===== src/hw/pwp_pkg.sv =====
// constants, register map and field layouts of the pulse-width pair block
// assumes one 50 MHz system clock and an AHB-Lite register port
// Operation
// - interrupt enable gates the overflow request
// - overflow sets flag; only writing 0 clears
// - fault sets status, outputs driven to fault level select; write 0 clears
// - fault polarity picks the active input level
// - polarity field sets each output's active level
// - complementary or own-duty active portions per mode
// - prescale select divides by 1, 8, 32, 128
// - period is 12 bits from low, high bytes
// - high bytes bits 7-4 read zero, ignored
// - only a low-byte write commits a new period
// - committed period applies from the next period
// - duty is 12 bits from low, high bytes
// - duty buffered and committed like the period
// - disable stops counter, outputs off; enable restarts at 1
// - mode bit: 0 complementary, 1 independent
// - independent mode: dead-time value is companion duty
// - fault status cannot clear while input active
package pwp_pkg;

    localparam int unsigned PWP_CNT_W    = 12;
    localparam int unsigned PWP_NSETS    = 3;
    localparam int unsigned PWP_IDX_W    = 3;

    // register word indexes; byte address is four times the index
    localparam logic [2:0] PWP_IDX_ENABLE  = 3'h0;
    localparam logic [2:0] PWP_IDX_CTRL    = 3'h1;
    localparam logic [2:0] PWP_IDX_PER_LO  = 3'h2;
    localparam logic [2:0] PWP_IDX_PER_HI  = 3'h3;
    localparam logic [2:0] PWP_IDX_DUTY_LO = 3'h4;
    localparam logic [2:0] PWP_IDX_DUTY_HI = 3'h5;
    localparam logic [2:0] PWP_IDX_DT_LO   = 3'h6;
    localparam logic [2:0] PWP_IDX_DT_HI   = 3'h7;

    // buffered value sets
    localparam int unsigned PWP_SET_PER  = 0;
    localparam int unsigned PWP_SET_DUTY = 1;
    localparam int unsigned PWP_SET_DT   = 2;

    // pair control bit positions
    localparam int unsigned PWP_CTRL_IRQ_EN = 7;
    localparam int unsigned PWP_CTRL_OVF    = 6;
    localparam int unsigned PWP_CTRL_FAULT  = 5;

    localparam logic [7:0] PWP_RST_BYTE   = 8'h00;
    localparam logic [3:0] PWP_HI_MASK    = 4'hF;
    localparam logic [PWP_CNT_W-1:0] PWP_CNT_START = 12'h001;

    // prescaler terminal counts (divide minus one)
    localparam logic [6:0] PWP_DIV1_M1   = 7'h00;
    localparam logic [6:0] PWP_DIV8_M1   = 7'h07;
    localparam logic [6:0] PWP_DIV32_M1  = 7'h1F;
    localparam logic [6:0] PWP_DIV128_M1 = 7'h7F;

    typedef struct packed {
        logic       reserved;
        logic [1:0] fault_level_sel;
        logic       fault_detect_enable;
        logic       pairing_mode;
        logic       companion_out_enable;
        logic       primary_out_enable;
        logic       module_enable;
    } pwp_enable_t;

    typedef struct packed {
        logic       overflow_irq_enable;
        logic       fault_polarity;
        logic [1:0] output_polarity_sel;
        logic [1:0] prescale_sel;
    } pwp_config_t;

endpackage


===== src/hw/pwp_top.sv =====
// pulse-width pair: control, prescaler, 12-bit period/duty counter, fault latch
// assumes a single AHB-Lite master, whose hready is this slave's hreadyout
//
// Our own choices: the address map and the AHB-Lite slave port.
`timescale 1ns/10ps
`default_nettype none

module pwp_top
    import pwp_pkg::*;
(
    input  wire logic        clk_sys,
    input  wire logic        nrst,
    input  wire logic        hsel,
    input  wire logic [31:0] haddr,
    input  wire logic [1:0]  htrans,
    input  wire logic        hwrite,
    input  wire logic [2:0]  hsize,
    input  wire logic [31:0] hwdata,
    input  wire logic        hready,
    output logic             hreadyout,
    output logic             hresp,
    output logic [31:0]      hrdata,
    input  wire logic        fault_input,
    output logic             primary_output,
    output logic             primary_output_oe,
    output logic             companion_output,
    output logic             companion_output_oe,
    output logic             overflow_irq
);

    function automatic logic [6:0] div_m1(input logic [1:0] sel);
        unique case (sel)
            2'h0: div_m1 = PWP_DIV1_M1;
            2'h1: div_m1 = PWP_DIV8_M1;
            2'h2: div_m1 = PWP_DIV32_M1;
            2'h3: div_m1 = PWP_DIV128_M1;
        endcase
    endfunction

    // write strobe of one register word in its data phase
    function automatic logic wr_at(input logic                 en,
                                   input logic [PWP_IDX_W-1:0] cur,
                                   input logic [PWP_IDX_W-1:0] idx);
        wr_at = en && (cur == idx);
    endfunction

    // an output is in its active portion until the count passes its value
    function automatic logic in_duty(input logic [PWP_CNT_W-1:0] cnt,
                                     input logic [PWP_CNT_W-1:0] lim);
        in_duty = (cnt <= lim);
    endfunction

    logic                 dp_act_q;
    logic                 dp_wr_q;
    logic                 dp_hit_q;
    logic [PWP_IDX_W-1:0] dp_idx_q;
    logic                 wr_en;
    logic [7:0]           wbyte;

    pwp_enable_t          en_q;
    pwp_config_t          cfg_q;
    logic                 ovf_q;
    logic                 fault_q;

    logic [7:0]           lo_q     [PWP_NSETS];
    logic [3:0]           hi_q     [PWP_NSETS];
    logic [PWP_CNT_W-1:0] commit_q [PWP_NSETS];
    logic [PWP_CNT_W-1:0] active_q [PWP_NSETS];

    logic [6:0]           pre_q;
    logic [PWP_CNT_W-1:0] cnt_q;
    logic                 tick;
    logic                 ovf_evt;
    logic                 fault_act;
    logic                 raw_p;
    logic                 raw_c;
    logic                 lvl_p;
    logic                 lvl_c;
    logic                 run;

    assign hreadyout = 1'b1;
    assign hresp     = 1'b0;
    assign wr_en     = dp_act_q & dp_wr_q & dp_hit_q;
    assign wbyte     = hwdata[7:0];

    // address phase capture
    always_ff @(posedge clk_sys or negedge nrst)
    begin
        if (!nrst)
        begin
            dp_act_q <= 1'b0;
            dp_wr_q  <= 1'b0;
            dp_hit_q <= 1'b0;
            dp_idx_q <= '0;
        end
        else if (hready)
        begin
            dp_act_q <= hsel & htrans[1];
            dp_wr_q  <= hwrite;
            dp_hit_q <= (haddr[31:5] == 27'h0000000);
            dp_idx_q <= haddr[4:2];
        end
    end

    // enable register; its top bit always reads 0
    always_ff @(posedge clk_sys or negedge nrst)
    begin
        if (!nrst)
        begin
            en_q <= pwp_enable_t'(PWP_RST_BYTE);
        end
        else if (wr_at(wr_en, dp_idx_q, PWP_IDX_ENABLE))
        begin
            en_q          <= pwp_enable_t'(wbyte);
            en_q.reserved <= 1'b0;
        end
    end

    // configuration bits of the pair control register
    always_ff @(posedge clk_sys or negedge nrst)
    begin
        if (!nrst)
        begin
            cfg_q <= pwp_config_t'(6'h00);
        end
        else if (wr_at(wr_en, dp_idx_q, PWP_IDX_CTRL))
        begin
            cfg_q <= pwp_config_t'({wbyte[PWP_CTRL_IRQ_EN], wbyte[4:0]});
        end
    end

    assign run = en_q.module_enable;

    // fault input level that counts as active
    assign fault_act = en_q.fault_detect_enable
                     & (fault_input == cfg_q.fault_polarity);

    // overflow flag; hardware set wins over a software clear of 0
    always_ff @(posedge clk_sys or negedge nrst)
    begin
        if (!nrst)
            ovf_q <= 1'b0;
        else if (ovf_evt)
            ovf_q <= 1'b1;
        else if (wr_at(wr_en, dp_idx_q, PWP_IDX_CTRL) && !wbyte[PWP_CTRL_OVF])
            ovf_q <= 1'b0;
    end

    // fault status; held set while the fault input stays active
    always_ff @(posedge clk_sys or negedge nrst)
    begin
        if (!nrst)
            fault_q <= 1'b0;
        else if (fault_act)
            fault_q <= 1'b1;
        else if (wr_at(wr_en, dp_idx_q, PWP_IDX_CTRL) && !wbyte[PWP_CTRL_FAULT])
            fault_q <= 1'b0;
    end

    // buffered period, duty and dead-time byte pairs
    always_ff @(posedge clk_sys or negedge nrst)
    begin
        if (!nrst)
        begin
            for (int k = 0; k < PWP_NSETS; k++)
            begin
                lo_q[k]     <= PWP_RST_BYTE;
                hi_q[k]     <= 4'h0;
                commit_q[k] <= '0;
            end
        end
        else if (wr_en)
        begin
            for (int k = 0; k < PWP_NSETS; k++)
            begin
                if (dp_idx_q == PWP_IDX_PER_LO + 3'(2 * k))
                begin
                    lo_q[k]     <= wbyte;
                    commit_q[k] <= {hi_q[k], wbyte};
                end
                if (dp_idx_q == PWP_IDX_PER_HI + 3'(2 * k))
                    hi_q[k] <= wbyte[3:0] & PWP_HI_MASK;
            end
        end
    end

    // prescaler
    assign tick = run & (pre_q >= div_m1(cfg_q.prescale_sel));

    always_ff @(posedge clk_sys or negedge nrst)
    begin
        if (!nrst)
            pre_q <= 7'h00;
        else if (!run || tick)
            pre_q <= 7'h00;
        else
            pre_q <= pre_q + 7'h01;
    end

    // period counter
    assign ovf_evt = tick & (cnt_q >= active_q[PWP_SET_PER]);

    always_ff @(posedge clk_sys or negedge nrst)
    begin
        if (!nrst)
            cnt_q <= PWP_CNT_START;
        else if (!run)
            cnt_q <= PWP_CNT_START;
        else if (ovf_evt)
            cnt_q <= PWP_CNT_START;
        else if (tick)
            cnt_q <= cnt_q + 12'h001;
    end

    // active values load only at a period boundary or while stopped
    always_ff @(posedge clk_sys or negedge nrst)
    begin
        if (!nrst)
        begin
            for (int k = 0; k < PWP_NSETS; k++)
                active_q[k] <= '0;
        end
        else if (!run || ovf_evt)
        begin
            for (int k = 0; k < PWP_NSETS; k++)
                active_q[k] <= commit_q[k];
        end
    end

    // waveform
    always_comb
    begin
        raw_p = in_duty(cnt_q, active_q[PWP_SET_DUTY]);
        if (en_q.pairing_mode)
            raw_c = in_duty(cnt_q, active_q[PWP_SET_DT]);
        else
            raw_c = ~raw_p;
        if (fault_q || fault_act)
        begin
            lvl_p = en_q.fault_level_sel[1];
            lvl_c = en_q.fault_level_sel[0];
        end
        else
        begin
            lvl_p = raw_p ^ cfg_q.output_polarity_sel[1];
            lvl_c = raw_c ^ cfg_q.output_polarity_sel[0];
        end
    end

    // primary pin register
    always_ff @(posedge clk_sys or negedge nrst)
    begin
        if (!nrst)
        begin
            primary_output    <= 1'b0;
            primary_output_oe <= 1'b0;
        end
        else
        begin
            primary_output    <= run & en_q.primary_out_enable & lvl_p;
            primary_output_oe <= run & en_q.primary_out_enable;
        end
    end

    // companion pin register
    always_ff @(posedge clk_sys or negedge nrst)
    begin
        if (!nrst)
        begin
            companion_output    <= 1'b0;
            companion_output_oe <= 1'b0;
        end
        else
        begin
            companion_output    <= run & en_q.companion_out_enable & lvl_c;
            companion_output_oe <= run & en_q.companion_out_enable;
        end
    end

    assign overflow_irq = ovf_q & cfg_q.overflow_irq_enable;

    // read mux over register flops, valid in the data phase
    always_comb
    begin
        hrdata = 32'h00000000;
        if (dp_act_q && !dp_wr_q && dp_hit_q)
        begin
            unique case (dp_idx_q)
                PWP_IDX_ENABLE:  hrdata[7:0] = en_q;
                PWP_IDX_CTRL:    hrdata[7:0] = {cfg_q.overflow_irq_enable, ovf_q,
                                                fault_q, cfg_q.fault_polarity,
                                                cfg_q.output_polarity_sel,
                                                cfg_q.prescale_sel};
                PWP_IDX_PER_LO:  hrdata[7:0] = lo_q[PWP_SET_PER];
                PWP_IDX_PER_HI:  hrdata[3:0] = hi_q[PWP_SET_PER];
                PWP_IDX_DUTY_LO: hrdata[7:0] = lo_q[PWP_SET_DUTY];
                PWP_IDX_DUTY_HI: hrdata[3:0] = hi_q[PWP_SET_DUTY];
                PWP_IDX_DT_LO:   hrdata[7:0] = lo_q[PWP_SET_DT];
                PWP_IDX_DT_HI:   hrdata[3:0] = hi_q[PWP_SET_DT];
            endcase
        end
    end

endmodule

`default_nettype wire


===== config.mk =====
export PLATFORM = sky130hd
export DESIGN_NAME = pwp_top
export DESIGN_NICKNAME = d
export VERILOG_FILES = /design/src/hw/pwp_pkg.sv /design/src/hw/pwp_top.sv
export SDC_FILE = /design/constraint.sdc
export NUM_CORES = 1
export LEC_CHECK = 0
export ABC_AREA = 1
export BUFFER_PORTS_ARGS = -buffer_cell sky130_fd_sc_hd__buf_2
export CORE_MARGIN = 2
export CORE_UTILIZATION = 46
export DETAILED_ROUTE_END_ITERATION = 8
export GPL_TIMING_DRIVEN = 0
export PLACE_DENSITY = 0.77
export REMOVE_ABC_BUFFERS = 1
export SYNTH_ARGS = -nofsm -noshare
export SYNTH_HDL_FRONTEND = slang
export SYNTH_SLANG_ARGS = --single-unit

===== constraint.sdc =====
create_clock -name clk_sys -period 2.3 [get_ports clk_sys]
set_input_delay 0.46 -clock clk_sys [delete_from_list [all_inputs] [get_ports clk_sys]]
set_output_delay 0.46 -clock clk_sys [all_outputs]
set_load 0.05 [all_outputs]

# Yosys cells after proc, flatten, opt, wreduce, memory -nomap -nowiden
# Index checks and enable logic that the tools add are counted.
[totals]
in_bits = 75
output_inout_bits = 39
elab_cells = 105
ff_bits = 152
[op_classes]
mux = 15
n_addsub = 2
bitwise_logic = 14
n_lt_le_gt_ge = 4
eq_ne = 12
n_reduce_logical = 24
[ops]
columns = ["op", "n"]
rows = [
  ["$mux W12", 3],
  ["$pmux W4 S8", 1],
  ["$pmux W7 S4", 1],
  ["$logic_not A27 Y1", 1],
  ["$le A12 B12 Y1", 2],
  ["$pmux W4 S5", 1],
  ["$add A12 B1 Y12 const B", 1],
  ["$eq A3 B3 Y1 const B", 4],
  ["$ge A12 B12 Y1", 1],
  ["$reduce_and A2 Y1", 6],
  ["$and A1 B1 Y1", 11],
  ["$mux W8", 1],
  ["$add A7 B1 Y7 const B", 1],
  ["$ge A7 B7 Y1", 1],
  ["$mux W1", 7],
  ["$mux W7", 1],
  ["$eq A3 B2 Y1 const B", 2],
  ["$logic_and A1 B1 Y1", 6],
  ["$eq A2 B2 Y1 const B", 2],
  ["$logic_not A1 Y1", 4],
  ["$reduce_bool A2 Y1", 2],
  ["$eq A3 B1 Y1 const B", 1],
  ["$logic_not A3 Y1", 1],
  ["$logic_or A1 B1 Y1", 3],
  ["6 further kinds", 7],
]

# Logic depth before layout (Yosys ltp)
[logic_depth]
depth_word = 7
mapped_depth = 15
ltp_nobuf = 15

# Worst setup path before layout
# Ideal clock, no wire load.
[synth_timing]
path_kind = "register -> output"
start = "reg dp_idx_q[1]"
end = "out hrdata[0]"
stages_incl_launch_ff = 7
required_time_ns = 1.840
path_slack_ns = -0.043
path_buffers = 1
arrival_time_ns = 1.883
cell_sequence = "dfrtp_1 > buf_2 > inv_1 > nand3_1 > o22ai_1 > a211oi_1 > a31oi_1"
[synth_via]
elab_chain_len = 3
elab_cells_between_ends = 10
classes_between = "eq/ne (7); mux (2); reduce/logical (1)"
[synth_lines]
columns = ["item", "line_no", "rtl"]
rows = [
  ["start, declared", "pwp_top.sv:56", "logic [PWP_IDX_W-1:0] dp_idx_q;"],
  ["start signal, assigned", "pwp_top.sv:101", "dp_idx_q <= haddr[4:2];"],
  ["$eq A3 B3 Y1 (tied with other cells)", "pwp_top.sv:288", "unique case (dp_idx_q)"],
  ["$pmux W4 S8 (*)", "pwp_top.sv:288", ""],
  ["$mux W8 (*)", "pwp_top.sv:286", "if (dp_act_q && !dp_wr_q && dp_hit_q)"],
  ["end, declared", "pwp_top.sv:22", "output logic [31:0] hrdata,"],
]
# Mark *: on every way between the ends. The rest lies on a longest branch, timed or not.

# Worst setup path in the final report
# Ends and elaborated chain as after synthesis.

==> flow_results.org <==
** Cells and area
- Summing all non-filler instances in the final layout gives an area of ~0.0088 sq mm.
- Fillcell total :: 1251
- The library cell used most frequently in the layout, excluding fill and tap cells, is sky130_fd_sc_hd__nand2_1.
- The multi-input combinational cells in the finished layout cover a total of approximately 0.0036 sq mm.
- Number of nets in the layout :: 1062
- Compared with the post-synthesis result, the final layout area differs by 19.8%.
- The post-route netlist has about a quarter of its cells at a drive strength greater than 1.
- Sequential cell area :: roughly 0.0032 sq mm
- In the layout the commonest cells are sky130_fd_sc_hd__nand2_1, sky130_fd_sc_hd__inv_1, sky130_fd_sc_hd__dfrtp_1.
- The repair_antennas step left the layout with diodes totalling 0.

** Logic synthesis
- Fraction of registers with async set/reset :: between 90% and 100%
- Mux contribution to synthesized area :: 1.53%
- The most used flip-flop cell after synthesis is sky130_fd_sc_hd__dfrtp_1.
- In this run, synthesis produced a sequential element count of roughly 130.
- Gate count of the mapped netlist :: a little under 900
- The synthesized netlist devotes approximately a tenth of its cell area to compound gates.
- sky130_fd_sc_hd__dfrtp_1 takes more of the synthesized area than any other cell.
- Yosys mapped the design onto 46 distinct sky130hd cell types.
- Fraction of the mapped netlist area in simple logic gates :: a little under a quarter
- Fraction of synthesized cell area taken by the top area cell type :: 43.3%
- After Yosys synthesis, full adders, half adders and majority gates account for 7.33% of the synthesized area.
- Syn. warnings :: 0
- A synthesized cell averages about 8.5 sq um.
- Largest cells by area after synthesis :: sky130_fd_sc_hd__dfrtp_1, sky130_fd_sc_hd__nand2_1, sky130_fd_sc_hd__ha_1
- Largest family of logic cells by synthesized area :: simple AND/OR/NAND/NOR gates
- XOR/XNOR share of the synthesized area :: 1.43%
- In this run, synthesis inferred 0 flip-flops with an integrated enable.
- Post-synthesis instance area :: roughly 0.0073 sq mm
- For this run, the register share of the synthesized area comes to a little over two fifths.

** Critical path
- Worst Path Class, Setup :: reg -> out
- Arr. time, crit path :: between 1.5 and 2 ns
- Maximum single-stage delay on the critical path :: 0.47 ns
- Crit-path max FO :: 7
- Worst EP required :: 1.84 ns
- Critical path's slowest cell :: sky130_fd_sc_hd__dfrtp_2
- Type of element launching the critical path :: register
- The worst setup path is captured at an output port.
- Kind of cell adding the most delay to the critical path :: compound AO/OA/AOI/OAI gates
- Walking the worst path, the cells encountered are inv_4, buf_12, nand3_4, o22ai_2, a211oi_2, a31oi_1, buf_4.
- Worst path buffer plus inverter count :: 3

** Clocking
- Number of CTS-inserted buffers :: 17
- CTS built an H-tree with a depth of 4.
- After clock tree synthesis, the clock-pin slew on the worst setup and hold paths is about 0.060 ns.
- The later pin in the worst-skew pair is clocked with a latency of between 0.4 and 0.5 ns.
- TritonCTS clock tree :: yes
- Cell at the root of the clock tree :: sky130_fd_sc_hd__clkbuf_16
- Counting along the longest clock path gives a buffer depth of 2.
- Clk sink count :: around 130

** Routing
- The routed layout has a little over 6000 vias.
- WL/cell :: roughly 16 um
- Length of the first detailed-routing pass in iterations :: 5
- Total wire length :: roughly 18000 um
- In the routed design, unresolved DRC markers number 0.
- Final antenna-violating net count :: 0
- Vias per cell :: 5.22
- In this run, the number of DRC markers left after iteration 0 of detailed routing was around 520.

** Power
- The analysis attributes to net switching a power of around 0.0025 W.
- The internal power of the cells totals approximately 0.005 W.
- Net switching is about a third of the power.
- Power spread over the standard cell area amounts to 859 mW/mm^2.
- The analysis attributes to cell leakage a power of approximately 4.5 nW.
- In this run, the combinational gates consume 24.3% of the power.
- Overall power of the completed layout :: roughly 0.0076 W
- In this run, flip-flops and latches consume between 30 and 40% of the power.
- VDD IR-drop max :: 0.542 mV
- Clock share of power :: between 30% and 40%

** Placement
- Post-detail-place hpwl :: between 10000 and 15000 um
- Routability-driven placement finished with a final weighted congestion of approximately 0.9.
- Before CTS, the worst setup slack after placement is -0.644 ns.
- Number of port buffers :: 57
- Summing all placed instances gives a cell area of 0.00764 sq mm.

** Run status
- Run status :: complete, but fails checks
- Violations in the final reports :: negative setup slack

** Timing
- Dividing the final minimum period by the clock period gives 105%.
- Peak clock frequency supported by timing :: around 400 MHz
- Setup repair after global routing missed its margin :: true
- The max-slew violation count is 0.
- Setup violations remaining at the end of the flow were counted as 11.
- In this run the tightest slew margin relative to its limit is roughly 40%.
- Clock period minus final worst setup slack :: 2.43 ns
- The final count of hold timing violations came to 0.
- Setup slack on the critical path of the routed design comes to -0.126 ns.
- At the pin with the least slew margin, the transition time is ~0.9 ns.
- Final Skew :: between 0.008 and 0.009 ns

** Die
- The floorplan step defined a die boundary enclosing ~0.017 sq mm.
- Die extent in x :: around 130 um
- Count of pins on the block boundary :: 114
- Site row count :: 46
- Once the floorplan was initialized, standard cells occupied between 40% and 50% of the core.
- Core area :: around 0.016 sq mm
- From bottom edge to top edge, the die measures 130 um.

** Global route
- Total global routing overflow :: 0
- Number of global-route vias before repair :: roughly 6100
- The first global-routing pass estimated 29200 um of wire.
- Across every metal layer, demand over resource in global routing totals between 20% and 30%.
- Entering global routing, the biggest net connects 76 pins.
- The initial antenna violation count came to 0.

** Min path
- Type of the tightest min-delay check :: in -> async

** Job
- Max-cap violations in this run came to 0.
worst reg2reg max path, delay by kind of cell, from the launching register on:
family	cells	cell delay (ns)
AND/OR/NAND/NOR	2	1.07
flip-flops	1	0.35
buffers and inverters	2	0.35
multiplexers	1	0.43
per-stage QoR:
stage          std cells  setup TNS (ns)  utilization [%]  hold WS (ns)
2_1_floorplan        840          -22.64                -         0.164
3_3_place_gp        1113         -189.18             48.3         0.450
3_5_place_dp        1115          -23.22             48.6         0.452
4_1_cts             1161          -0.189             54.6        0.0853
5_1_grt             1172           -1.38             56.0         0.102
6_report            1172          -0.624             56.0        0.0397
cell families (layout without fill, tap and decap cells):
kind of cell,after synthesis,after routing
compound gates,122,122
xor+xnor,12,12
fa+ha+maj,43,43
buf+inv,184,247
flops,128,128
mux,10,10
other cells,2,26
simple gates,366,368
synth_stat cells (all sizes together) (3+ instances only):
library cell    n
a211oi          3
a21oi          26
a221oi          6
a31oi           3
buf            49
dfrtp         127
ha             43
inv           132
mux2           10
nand2         223
nand3          58
nand4          16
nor2           49
nor3           11
nor4            7
o21ai          68
o22ai           9
xor2           11
routing by layer:
metal	global-route usage, %	vias to the layer above	wire length (um)
li1	-	2924	-
met1	27.8	2858	7570
met3	5.54	49	1300
met5	0	-	0
met2	36.8	290	8810
met4	9.64	0	583
flip-flops by register name, summed over array words and instances (netlist names):
register	count
active_q	36
cfg_q	6
cnt_q	12
commit_q	15
companion_output	1
companion_output_oe	1
dp_act_q	1
dp_hit_q	1
dp_idx_q	3
dp_wr_q	1
en_q	6
fault_q	1
hi_q	12
lo_q	21
ovf_q	1
pre_q	7
primary_output	1
primary_output_oe	1
run	1
power by group through the flow:
stage | Clock (W) | Sequential, W | Combinational (W)
floorplan | 0 | 0.00287 | 0.00126
global placement | 0 | 0.00292 | 0.00158
detailed placement | 0 | 0.00293 | 0.00166
CTS | 0.00283 | 0.00290 | 0.00177
global route | 0.00291 | 0.00295 | 0.00210
finish | 0.00281 | 0.00291 | 0.00184
final cells by class:
cell class	instances	area share, %
repair buffers	83	6.80
inverters	133	5.88
clock inverters	12	1.79
flip-flops and latches	128	36.5
clock buffers	19	5.15
well taps	216	3.07
multi-input cells	581	40.8
worst paths after layout:
path	startpoint	cells after the start	to	slack [ns]
worst max-delay path	dp_idx_q[1]	7	hrdata[0]	-0.13
worst min register to register	lo_q[5]	2	active_q[5]	0.46
worst min-delay path	nrst	1	cnt_q[6]	0.04
max in group asynchronous	nrst	2	dp_idx_q[2]	1.56
worst max register to register	dp_wr_q	5	commit_q[9]	-0.02
min in group clk_sys	haddr[3]	3	dp_idx_q[1]	0.24
timing repair:
item | in CTS | in global routing
buffers inserted | 14 | 10
resized for setup | 54 | 27
gates cloned | 1 | 1
hold endpoints to repair | 0 | 0
hold buffers | 0 | 0
setup endpoints to repair | 57 | 58
pin swaps | 5 | 11
(Power assumes the default switching activity.)
